### config.mk
export PLATFORM = sky130hd
export DESIGN_NAME = acquire_clock_top
export DESIGN_NICKNAME = d
export VERILOG_FILES = /design/src/logic/acq_pkg.sv /design/src/logic/acq_clk_if.sv /design/src/logic/acq_clock_gen.sv /design/src/logic/acquire_clock_top.sv
export SDC_FILE = /design/constraint.sdc
export NUM_CORES = 1
export LEC_CHECK = 0
export BUFFER_PORTS_ARGS = -buffer_cell sky130_fd_sc_hd__buf_2
export CORE_MARGIN = 2
export CORE_UTILIZATION = 44
export CTS_BUF_LIST = sky130_fd_sc_hd__clkbuf_16
export DETAILED_ROUTE_END_ITERATION = 6
export SLEW_MARGIN = 10
export SYNTH_ARGS = -nofsm -noshare
export SYNTH_HDL_FRONTEND = slang
export SYNTH_HIERARCHICAL = 1
export SYNTH_SLANG_ARGS = --single-unit
### constraint.sdc
create_clock -name aclk -period 17.75 [get_ports aclk]
set_clock_uncertainty 0.15 [all_clocks]
set_input_delay 5.325 -clock aclk [delete_from_list [all_inputs] [get_ports aclk]]
set_output_delay 5.325 -clock aclk [all_outputs]
set_load 0.03 [all_outputs]
### src/logic/acq_pkg.sv
`default_nettype none
package acq_pkg;
  localparam logic [7:0]  OFF_CTRL       = 8'h00;
  localparam logic [7:0]  OFF_PERIOD     = 8'h04;
  localparam logic [7:0]  OFF_STOP_DELAY = 8'h08;
  localparam logic [7:0]  OFF_STATUS     = 8'h0C;
  localparam logic [7:0]  OFF_IRQ_STAT   = 8'h10;
  localparam logic [7:0]  OFF_IRQ_MASK   = 8'h14;
  localparam logic [7:0]  OFF_POST_TIME  = 8'h18;

  localparam int unsigned CTRL_MODE_LSB   = 0;
  localparam int unsigned CTRL_MAG_BIT    = 2;
  localparam int unsigned CTRL_SINGLE_BIT = 3;
  localparam int unsigned CTRL_ARM_BIT    = 4;

  localparam int unsigned ST_ARMED_BIT = 0;
  localparam int unsigned ST_POST_BIT  = 1;
  localparam int unsigned ST_DONE_BIT  = 2;
  localparam int unsigned ST_BUSY_BIT  = 3;

  localparam int unsigned IRQ_W        = 3;
  localparam int unsigned IRQ_TRIG_BIT = 0;
  localparam int unsigned IRQ_STOP_BIT = 1;
  localparam int unsigned IRQ_BUSY_BIT = 2;

  typedef enum logic [1:0] {CLK_INTERNAL, CLK_SLOW, CLK_EXTERNAL} clk_mode_e;

  localparam logic [1:0]  MODE_RST       = 2'h0;
  localparam logic [31:0] PERIOD_RST     = 32'h0000_0400;
  localparam logic [31:0] STOP_DELAY_RST = 32'h0000_0064;
  localparam logic [31:0] MAG_FACTOR     = 32'h0000_000A;
  localparam logic [9:0]  SLOW_LAST      = 10'h3E7;
  localparam int unsigned CLK_PERIOD_NS  = 10;

  localparam logic [1:0]  RESP_OKAY   = 2'h0;
  localparam logic [1:0]  RESP_SLVERR = 2'h2;
endpackage : acq_pkg
`default_nettype wire

### src/logic/acq_clk_if.sv
`timescale 1ns/100ps
`default_nettype none
interface acq_clk_if;
  logic [1:0]  mode;
  logic        mag;
  logic [31:0] period;
  logic        ext_level;
  logic        clk_out;
  modport gen (input mode, input mag, input period, input ext_level, output clk_out);
  modport ctl (output mode, output mag, output period, output ext_level, input clk_out);
endinterface : acq_clk_if
`default_nettype wire

### src/logic/acq_clock_gen.sv
`timescale 1ns/100ps
`default_nettype none
module acq_clock_gen (
  input  wire logic aclk,    // System clock
  input  wire logic aresetn, // Sync reset, active low
  acq_clk_if.gen    cif      // Mode, rate and clock out
);
  typedef struct packed {
    logic [31:0] cnt;
    logic [9:0]  slow_cnt;
    logic        out;
  } gen_s;

  gen_s        q_r;
  gen_s        q_nxt;
  logic [31:0] half;
  logic [31:0] eff;

  always_comb begin
    q_nxt = q_r;
    eff   = cif.mag ? (cif.period / acq_pkg::MAG_FACTOR) : cif.period;
    half  = eff >> 1;
    if (half == 32'h0000_0000) begin
      half = 32'h0000_0001;
    end
    case (acq_pkg::clk_mode_e'(cif.mode))
      acq_pkg::CLK_INTERNAL: begin
        q_nxt.slow_cnt = 10'h000;
        if (q_r.cnt >= half - 32'h0000_0001) begin
          q_nxt.cnt = 32'h0000_0000;
          q_nxt.out = ~q_r.out;
        end else begin
          q_nxt.cnt = q_r.cnt + 32'h0000_0001;
        end
      end
      acq_pkg::CLK_SLOW: begin
        if (q_r.cnt >= half - 32'h0000_0001) begin
          q_nxt.cnt = 32'h0000_0000;
          // Toggle every 1000 half periods: same duty, rate over 1000
          if (q_r.slow_cnt == acq_pkg::SLOW_LAST) begin
            q_nxt.slow_cnt = 10'h000;
            q_nxt.out      = ~q_r.out;
          end else begin
            q_nxt.slow_cnt = q_r.slow_cnt + 10'h001;
          end
        end else begin
          q_nxt.cnt = q_r.cnt + 32'h0000_0001;
        end
      end
      acq_pkg::CLK_EXTERNAL: begin
        // Internal divider held idle; open input leaves output still
        q_nxt.cnt      = 32'h0000_0000;
        q_nxt.slow_cnt = 10'h000;
        q_nxt.out      = cif.ext_level;
      end
      default: begin
        q_nxt.cnt      = 32'h0000_0000;
        q_nxt.slow_cnt = 10'h000;
        q_nxt.out      = 1'b0;
      end
    endcase
  end

  always_ff @(posedge aclk) begin
    if (!aresetn) begin
      q_r <= '0;
    end else begin
      q_r <= q_nxt;
    end
  end

  assign cif.clk_out = q_r.out;
endmodule : acq_clock_gen
`default_nettype wire

### src/logic/acquire_clock_top.sv
`timescale 1ns/100ps
`default_nettype none
module acquire_clock_top (
  input  wire logic        aclk,              // System clock, 100 MHz
  input  wire logic        aresetn,           // Sync reset, active low
  input  wire logic [7:0]  s_axi_awaddr,      // Write address
  input  wire logic        s_axi_awvalid,     // Write address valid
  output logic             s_axi_awready,     // Write address ready
  input  wire logic [31:0] s_axi_wdata,       // Write data
  input  wire logic [3:0]  s_axi_wstrb,       // Write byte strobes
  input  wire logic        s_axi_wvalid,      // Write data valid
  output logic             s_axi_wready,      // Write data ready
  output logic [1:0]       s_axi_bresp,       // Write response
  output logic             s_axi_bvalid,      // Write response valid
  input  wire logic        s_axi_bready,      // Write response ready
  input  wire logic [7:0]  s_axi_araddr,      // Read address
  input  wire logic        s_axi_arvalid,     // Read address valid
  output logic             s_axi_arready,     // Read address ready
  output logic [31:0]      s_axi_rdata,       // Read data
  output logic [1:0]       s_axi_rresp,       // Read response
  output logic             s_axi_rvalid,      // Read data valid
  input  wire logic        s_axi_rready,      // Read data ready
  input  wire logic        ext_clk_in,        // External TTL clock pin
  input  wire logic        sweep_trig_in,     // Sweep trigger pin
  input  wire logic        digitizer_busy_in, // Digitizer busy pin
  output logic             acquire_clk,       // Acquire clock to digitizer
  output logic             acquire_stop,      // Acquire-stop pulse
  output logic             intensify,         // Post-trigger intensify
  output logic             ready_lamp,        // Single sweep armed
  output logic             irq                // Interrupt, active high
);
  typedef enum logic [1:0] {S_IDLE, S_ARMED, S_POST, S_DONE} sweep_e;

  typedef struct packed {
    // Software-visible settings
    logic [1:0]             mode;
    logic                   mag;
    logic                   single;
    logic [31:0]            period;
    logic [31:0]            stop_delay;
    logic [acq_pkg::IRQ_W-1:0] irq_stat;
    logic [acq_pkg::IRQ_W-1:0] irq_mask;

    // Two-flop pin synchronisers, one extra flop for edges
    logic                   ext_s1;
    logic                   ext_s2;
    logic                   trig_s1;
    logic                   trig_s2;
    logic                   trig_d;
    logic                   busy_s1;
    logic                   busy_s2;
    logic                   busy_d;

    // Sweep sequencer
    sweep_e                 state;
    logic [31:0]            dly_cnt;
    logic                   stop;
    logic                   intens;
    logic                   ready;
    logic                   irq;

    // Bus channel holding state
    logic                   aw_got;
    logic [7:0]             aw_addr;
    logic                   w_got;
    logic [31:0]            w_data;
    logic [3:0]             w_strb;
    logic                   bvalid;
    logic [1:0]             bresp;
    logic                   rvalid;
    logic [31:0]            rdata;
    logic [1:0]             rresp;
    logic                   awready;
    logic                   wready;
    logic                   arready;
  } top_s;

  top_s                      q_r;
  top_s                      q_nxt;
  logic                      trig_edge;
  logic                      busy_rise;
  logic                      arm;
  logic                      do_write;
  logic [31:0]               ctrl_word;
  logic [31:0]               ctrl_new;
  logic [acq_pkg::IRQ_W-1:0] irq_set;
  logic [acq_pkg::IRQ_W-1:0] irq_clr;

  acq_clk_if cif ();

  function automatic logic [31:0] merge(input logic [31:0] old, input logic [31:0] data,
                                        input logic [3:0] strb);
    logic [31:0] r;
    r = old;
    for (int i = 0; i < 4; i++) begin
      if (strb[i]) begin
        r[i*8 +: 8] = data[i*8 +: 8];
      end
    end
    return r;
  endfunction : merge

  function automatic logic mapped(input logic [7:0] a);
    return (a == acq_pkg::OFF_CTRL) || (a == acq_pkg::OFF_PERIOD) ||
           (a == acq_pkg::OFF_STOP_DELAY) || (a == acq_pkg::OFF_STATUS) ||
           (a == acq_pkg::OFF_IRQ_STAT) || (a == acq_pkg::OFF_IRQ_MASK) ||
           (a == acq_pkg::OFF_POST_TIME);
  endfunction : mapped

  always_comb begin
    q_nxt     = q_r;
    ctrl_word = 32'h0000_0000;
    ctrl_word[acq_pkg::CTRL_MODE_LSB +: 2] = q_r.mode;
    ctrl_word[acq_pkg::CTRL_MAG_BIT]       = q_r.mag;
    ctrl_word[acq_pkg::CTRL_SINGLE_BIT]    = q_r.single;
    ctrl_new  = merge(ctrl_word, q_r.w_data, q_r.w_strb);
    irq_set   = '0;
    irq_clr   = '0;
    arm       = 1'b0;

    // Pin synchronisers
    q_nxt.ext_s1  = ext_clk_in;
    q_nxt.ext_s2  = q_r.ext_s1;
    q_nxt.trig_s1 = sweep_trig_in;
    q_nxt.trig_s2 = q_r.trig_s1;
    q_nxt.trig_d  = q_r.trig_s2;
    q_nxt.busy_s1 = digitizer_busy_in;
    q_nxt.busy_s2 = q_r.busy_s1;
    q_nxt.busy_d  = q_r.busy_s2;
    trig_edge     = q_r.trig_s2 & ~q_r.trig_d;
    busy_rise     = q_r.busy_s2 & ~q_r.busy_d;

    // Write channel: address and data taken in either order
    if (s_axi_awvalid && !q_r.aw_got && !q_r.bvalid) begin
      q_nxt.aw_got  = 1'b1;
      q_nxt.aw_addr = s_axi_awaddr;
    end
    if (s_axi_wvalid && !q_r.w_got && !q_r.bvalid) begin
      q_nxt.w_got  = 1'b1;
      q_nxt.w_data = s_axi_wdata;
      q_nxt.w_strb = s_axi_wstrb;
    end
    // Response only once both halves are held
    do_write = q_r.aw_got && q_r.w_got && !q_r.bvalid;
    if (do_write) begin
      q_nxt.aw_got = 1'b0;
      q_nxt.w_got  = 1'b0;
      q_nxt.bvalid = 1'b1;
      q_nxt.bresp  = mapped(q_r.aw_addr) ? acq_pkg::RESP_OKAY : acq_pkg::RESP_SLVERR;
      case (q_r.aw_addr)
        acq_pkg::OFF_CTRL: begin
          q_nxt.mode   = ctrl_new[acq_pkg::CTRL_MODE_LSB +: 2];
          q_nxt.mag    = ctrl_new[acq_pkg::CTRL_MAG_BIT];
          q_nxt.single = ctrl_new[acq_pkg::CTRL_SINGLE_BIT];
          // Arm is a write-one strobe, never stored, reads back zero
          arm          = q_r.w_strb[0] & q_r.w_data[acq_pkg::CTRL_ARM_BIT];
        end
        acq_pkg::OFF_PERIOD: begin
          q_nxt.period = merge(q_r.period, q_r.w_data, q_r.w_strb);
        end
        acq_pkg::OFF_STOP_DELAY: begin
          q_nxt.stop_delay = merge(q_r.stop_delay, q_r.w_data, q_r.w_strb);
        end
        acq_pkg::OFF_IRQ_STAT: begin
          irq_clr = q_r.w_strb[0] ? q_r.w_data[acq_pkg::IRQ_W-1:0] : '0;
        end
        acq_pkg::OFF_IRQ_MASK: begin
          if (q_r.w_strb[0]) begin
            q_nxt.irq_mask = q_r.w_data[acq_pkg::IRQ_W-1:0];
          end
        end
        default: begin
        end
      endcase
    end
    if (q_r.bvalid && s_axi_bready) begin
      q_nxt.bvalid = 1'b0;
    end

    // Read channel
    if (s_axi_arvalid && !q_r.rvalid) begin
      q_nxt.rvalid = 1'b1;
      q_nxt.rresp  = mapped(s_axi_araddr) ? acq_pkg::RESP_OKAY : acq_pkg::RESP_SLVERR;
      q_nxt.rdata  = 32'h0000_0000;
      case (s_axi_araddr)
        acq_pkg::OFF_CTRL: begin
          q_nxt.rdata = ctrl_word;
        end
        acq_pkg::OFF_PERIOD: begin
          q_nxt.rdata = q_r.period;
        end
        acq_pkg::OFF_STOP_DELAY: begin
          q_nxt.rdata = q_r.stop_delay;
        end
        acq_pkg::OFF_STATUS: begin
          q_nxt.rdata[acq_pkg::ST_ARMED_BIT] = (q_r.state == S_ARMED);
          q_nxt.rdata[acq_pkg::ST_POST_BIT]  = (q_r.state == S_POST);
          q_nxt.rdata[acq_pkg::ST_DONE_BIT]  = (q_r.state == S_DONE);
          q_nxt.rdata[acq_pkg::ST_BUSY_BIT]  = q_r.busy_s2;
        end
        acq_pkg::OFF_IRQ_STAT: begin
          q_nxt.rdata[acq_pkg::IRQ_W-1:0] = q_r.irq_stat;
        end
        acq_pkg::OFF_IRQ_MASK: begin
          q_nxt.rdata[acq_pkg::IRQ_W-1:0] = q_r.irq_mask;
        end
        // Post-trigger time shown is the stop delay in every clock mode
        acq_pkg::OFF_POST_TIME: begin
          q_nxt.rdata = q_r.stop_delay;
        end
        default: begin
          q_nxt.rdata = 32'h0000_0000;
        end
      endcase
    end else if (q_r.rvalid && s_axi_rready) begin
      q_nxt.rvalid = 1'b0;
    end

    // Sweep sequencer
    q_nxt.stop = 1'b0;
    case (q_r.state)
      S_IDLE, S_DONE: begin
        if (q_r.single) begin
          if (arm) begin
            q_nxt.state = S_ARMED;
          end
        end else if (trig_edge) begin
          q_nxt.state   = S_POST;
          q_nxt.dly_cnt = 32'h0000_0000;
          irq_set[acq_pkg::IRQ_TRIG_BIT] = 1'b1;
        end
      end
      S_ARMED: begin
        // Dropping single while armed disarms without a sweep
        if (!q_r.single) begin
          q_nxt.state = S_IDLE;
        end else if (trig_edge) begin
          q_nxt.state   = S_POST;
          q_nxt.dly_cnt = 32'h0000_0000;
          irq_set[acq_pkg::IRQ_TRIG_BIT] = 1'b1;
        end
      end
      S_POST: begin
        // Delay counted in aclk cycles, independent of clock mode
        if (q_r.dly_cnt >= q_r.stop_delay) begin
          q_nxt.stop  = 1'b1;
          q_nxt.state = q_r.single ? S_DONE : S_IDLE;
          irq_set[acq_pkg::IRQ_STOP_BIT] = 1'b1;
        end else begin
          q_nxt.dly_cnt = q_r.dly_cnt + 32'h0000_0001;
        end
      end
      default: begin
        q_nxt.state = S_IDLE;
      end
    endcase
    q_nxt.intens = (q_nxt.state == S_POST);
    q_nxt.ready  = (q_nxt.state == S_ARMED);
    irq_set[acq_pkg::IRQ_BUSY_BIT] = busy_rise;

    // New event beats a simultaneous clear
    q_nxt.irq_stat = (q_r.irq_stat & ~irq_clr) | irq_set;
    q_nxt.irq      = |(q_nxt.irq_stat & q_nxt.irq_mask);

    // Readies registered so every bus output leaves a flop
    q_nxt.awready  = ~q_nxt.aw_got & ~q_nxt.bvalid;
    q_nxt.wready   = ~q_nxt.w_got & ~q_nxt.bvalid;
    q_nxt.arready  = ~q_nxt.rvalid;
  end

  always_ff @(posedge aclk) begin
    if (!aresetn) begin
      q_r            <= '0;
      q_r.mode       <= acq_pkg::MODE_RST;
      q_r.period     <= acq_pkg::PERIOD_RST;
      q_r.stop_delay <= acq_pkg::STOP_DELAY_RST;
      q_r.state      <= S_IDLE;
    end else begin
      q_r <= q_nxt;
    end
  end

  assign cif.mode      = q_r.mode;
  assign cif.mag       = q_r.mag;
  assign cif.period    = q_r.period;
  assign cif.ext_level = q_r.ext_s2;

  acq_clock_gen u_gen (
    .aclk    (aclk),
    .aresetn (aresetn),
    .cif     (cif.gen)
  );

  assign s_axi_awready = q_r.awready;
  assign s_axi_wready  = q_r.wready;
  assign s_axi_bvalid  = q_r.bvalid;
  assign s_axi_bresp   = q_r.bresp;
  assign s_axi_arready = q_r.arready;
  assign s_axi_rvalid  = q_r.rvalid;
  assign s_axi_rdata   = q_r.rdata;
  assign s_axi_rresp   = q_r.rresp;
  assign acquire_clk   = cif.clk_out;
  assign acquire_stop  = q_r.stop;
  assign intensify     = q_r.intens;
  assign ready_lamp    = q_r.ready;
  assign irq           = q_r.irq;
endmodule : acquire_clock_top
`default_nettype wire

==> summary.md <==
| Metric | Value |
|---|---|
| Synth Area in Simple Gates | `0.264` |
| Largest net degree at the start of global routing | `89` |
| Share of layout cells above drive strength 1 | `0.122` |
| CTS tree | `done` |
| DIE HEIGHT | `203 um` |
| Drt first pass iters | `5` |
| Relative slew margins | `0.298` |
| CTS Buffer Depth | `3` |
| Startpoint types | `flip-flop` |
| GP Congestion | `0.897` |
| Final hold violation count | `0` |
| Post-synthesis mux area share | `0.0258` |
| Vias in the first global route | `15700` |
| Data arrival time of the worst path | `16.93 ns` |
| Post-DRT Antenna Nets | `0` |
| Vias after detailed routing | `17100` |
| Initial antenna violation count | `0` |
| Largest family of logic cells by synthesized area | `compound AO/OA/AOI/OAI gates` |
| Fmax | `60.0 MHz` |
| Gr usage total | `0.241` |
| Worst Reg-to-Reg Cells | `71` |
| Req. time, crit path | `18.00 ns` |
| CTS root buf | `clkbuf_16` |
| Placement Cell Area | `17900 um2` |
| H-Tree Depth | `1` |
| CP Launch Point | `cif.period[31]$_SDFFE_PN0P_` |
| Crit path capture type | `flip-flop` |
| Clock Latency Late Sink | `0.55 ns` |
| Die W | `203 um` |
| Max-slew violation count | `0` |
| WL final | `51.4 mm` |
| # IOs | `108` |
| Seq/Total Area, Yosys | `0.285` |
| Total core area | `38800 um2` |
| Crit-path slowest cell | `or4_1` |
| Clock Pin Slew Worst Setup and Hold Paths | `0.06 ns` |
| Remaining Overflow, GRT | `0` |
| Synth Area in Compound Gates | `0.265` |
| Post-Syn Area per Cell | `7.54 um2` |
| Register bit total from synthesis | `248` |
| Min Tclk post-route | `16.68 ns` |
| WL/cell | `18.2 um` |
| Power Dens Cells | `68.5 nW/um2` |
| Post-synthesis xor/xnor area fraction | `0.0362` |
| Status | `complete, no violations` |
| Crit Path Class | `flip-flop to flip-flop` |
| Min-Delay Path Class | `flip-flop to flip-flop` |
| Vias/cell | `6.03` |
| Crit-path max cell delay | `0.56 ns` |
| EDFF count, synth | `0` |
| Placed insts | `2777` |
| HPWL after DPL | `37.0 mm` |
| Final net count | `2426` |
| Core Rows | `72` |
| Post-Syn Instances | `2309` |
| CTS Sinks | `248` |
| Most frequent cells in the layout | `nand2_1 (334), dfxtp_1 (242), nor2_1 (208)` |
| IO Port Bufs | `105` |
| CP Capture Point | `u_gen/q_r[9]$_SDFFE_PN0P_` |
| Unique masters post-synth | `129` |
| Initial core utilization | `0.448` |
| Crit Path Max Fanout | `24` |
| Final setup vio count | `0` |
| RSZ-0062 raised after global routing | `false` |
| Hold Path Depth | `1` |
| Leakage power | `7.09 nW` |
| Most common cell after layout, fill and taps aside | `nand2_1` |
| DR iter-0 viols | `1367` |
| First-pass GRT wire length | `82.6 mm` |
| Synth warn | `6` |
| Fraction of the cycle the final worst path needs | `0.940` |
| Num CTS Buffers | `27` |
| Final cell count without fillers | `2832` |
| Setup TNS Final | `0 ns` |
| Worst-Margin Slew | `1.04 ns` |
| Reg2reg setup slack | `1.07 ns` |
| Full die area | `41200 um2` |
| Reg2reg start | `cif.period[31]$_SDFFE_PN0P_` |
| Max VDD drop | `0.0000788 V` |
| Worst r2r dst | `u_gen/q_r[9]$_SDFFE_PN0P_` |
| Antenna diode count | `0` |
| Area grow syn2layout | `9.03%` |
| Adder-Cell Fraction of Synth Area | `0.0528` |
| Synth Cell Area | `17400 um2` |
| Final design area excluding fillers | `19000 um2` |
| Predominant post-synthesis flop cell | `dfxtp_1` |
| CTS Hold Buffers Added | `0` |
| Async SR Flop Fraction | `0` |
| Max-Cap Viols | `0` |
| Number of remaining DRC errors | `0` |
## worst min path at each step
stage	from	to	slack (ns)
3_5_place_dp	q_nxt[129]$_SDFF_PN0_	q_nxt[128]$_SDFF_PN0_	0.27
6_report	q_nxt[129]$_SDFF_PN0_	q_nxt[128]$_SDFF_PN0_	0.28
5_1_grt	q_nxt[126]$_SDFF_PN0_	q_nxt[125]$_SDFF_PN0_	0.31
4_1_cts	q_nxt[129]$_SDFF_PN0_	q_nxt[128]$_SDFF_PN0_	0.28
2_1_floorplan	q_nxt[131]$_SDFF_PN0_	cif.ext_level$_SDFF_PN0_	0.26
3_3_place_gp	q_nxt[129]$_SDFF_PN0_	q_nxt[128]$_SDFF_PN0_	0.26
## through the flow
| stage | power [mW] | util | setup slack, ns | hold slack [ns] |
|---|---|---|---|---|
| floorplan | 0.695 | - | 3.48 | 0.262 |
| global placement | 0.729 | 0.461 | 0.570 | 0.265 |
| detailed placement | 0.732 | 0.461 | 0.140 | 0.269 |
| CTS | 1.31 | 0.485 | 0.0722 | 0.283 |
| global route | 1.35 | 0.489 | 0.00795 | 0.307 |
| finish | 1.30 | 0.489 | 1.07 | 0.281 |
## sequential cells by signal, summed over array words and instances, names as in the netlist
register           count
u_gen/cif.clk_out      1
cif.ext_level          1
ready_lamp             1
cif.period            32
cif.mode               2
intensify              1
cif.mag                1
irq                    1
q_r                  120
s_axi_arready          1
s_axi_rresp            1
s_axi_bresp            1
acquire_stop           1
q_nxt                  5
ctrl_word              1
s_axi_awready          1
s_axi_rdata           32
s_axi_wready           1
s_axi_bvalid           1
s_axi_rvalid           1
u_gen/q_r             42
## critical path, delay by kind of cell (launching register included)
family,cells,cell delay [ns]
AND/OR/NAND/NOR,23,4.18
AO/OA/AOI/OAI,42,9.99
multiplexers,2,0.75
adder cells (fa/ha/maj),2,0.58
buffers and inverters,1,0.18
flip-flops,1,0.53
XOR/XNOR,1,0.15
## layout make-up
cell class / count / area [um2]
inverters: 87 / 329
clock buffers: 27 / 676
well taps: 518 / 648
repair buffers: 135 / 751
clock inverters: 23 / 240
flip-flops and latches: 248 / 4970
multi-input cells: 1794 / 11400
fillers: 3934 / 19900
## logic make-up after synthesis
family | Yosys count
simple gates | 946
compound gates | 659
buf+inv | 268
flops | 248
fa+ha+maj | 74
xor+xnor | 72
mux | 40
other cells | 2
## power by group
group	switching [mW]	internal, mW	total, mW	leakage (nW)
clock	0.230	0.350	0.580	0.476
sequential	0.0154	0.574	0.590	2.02
combinational	0.0889	0.0414	0.130	4.60
## per-layer routing
layer / GRT usage / wire length (um)
met5: 0 / 0
met4: 0.0623 / 1210
met3: 0.0287 / 2790
met2: 0.396 / 23400
met1: 0.336 / 24100
## cell usage after synthesis (8+ instances only)
library cell  count  area, um2
nor2b_1          21        131
buf_2            34        170
a31oi_1          27        169
nand2_1         334       1250
a21oi_1         195        976
ha_1             71        888
o31ai_1          15        113
nand4_1          33        206
nand2b_1         25        156
a211o_1          10       87.6
a21o_1           15        113
nand3_1          90        450
mux2i_1          31        310
o2111ai_1         8       70.1
nor4_1           19        119
or3_1            11       68.8
a31o_2            8       70.1
o21a_1           10       75.1
o21ai_0          88        440
and2_1           36        225
o21ai_1          17       85.1
o221ai_1         12        105
xor2_1           32        280
a211oi_1         49        368
dfxtp_1         248       4960
a22oi_1          35        263
o211ai_1         22        165
clkbuf_1        100        375
inv_1            79        297
buf_4            42        315
xnor2_1          40        350
or4_1             9       67.6
nor3_1           67        335
and3_1           20        125
nor2_1          209        785
## timing repair
| action | in CTS | in global routing |
|---|---|---|
| setup buffers | 0 | 5 |
| endpoints found under the setup margin | 0 | 43 |
| resized for setup | 0 | 25 |
Note: power is estimated with default switching activity, not from simulation.
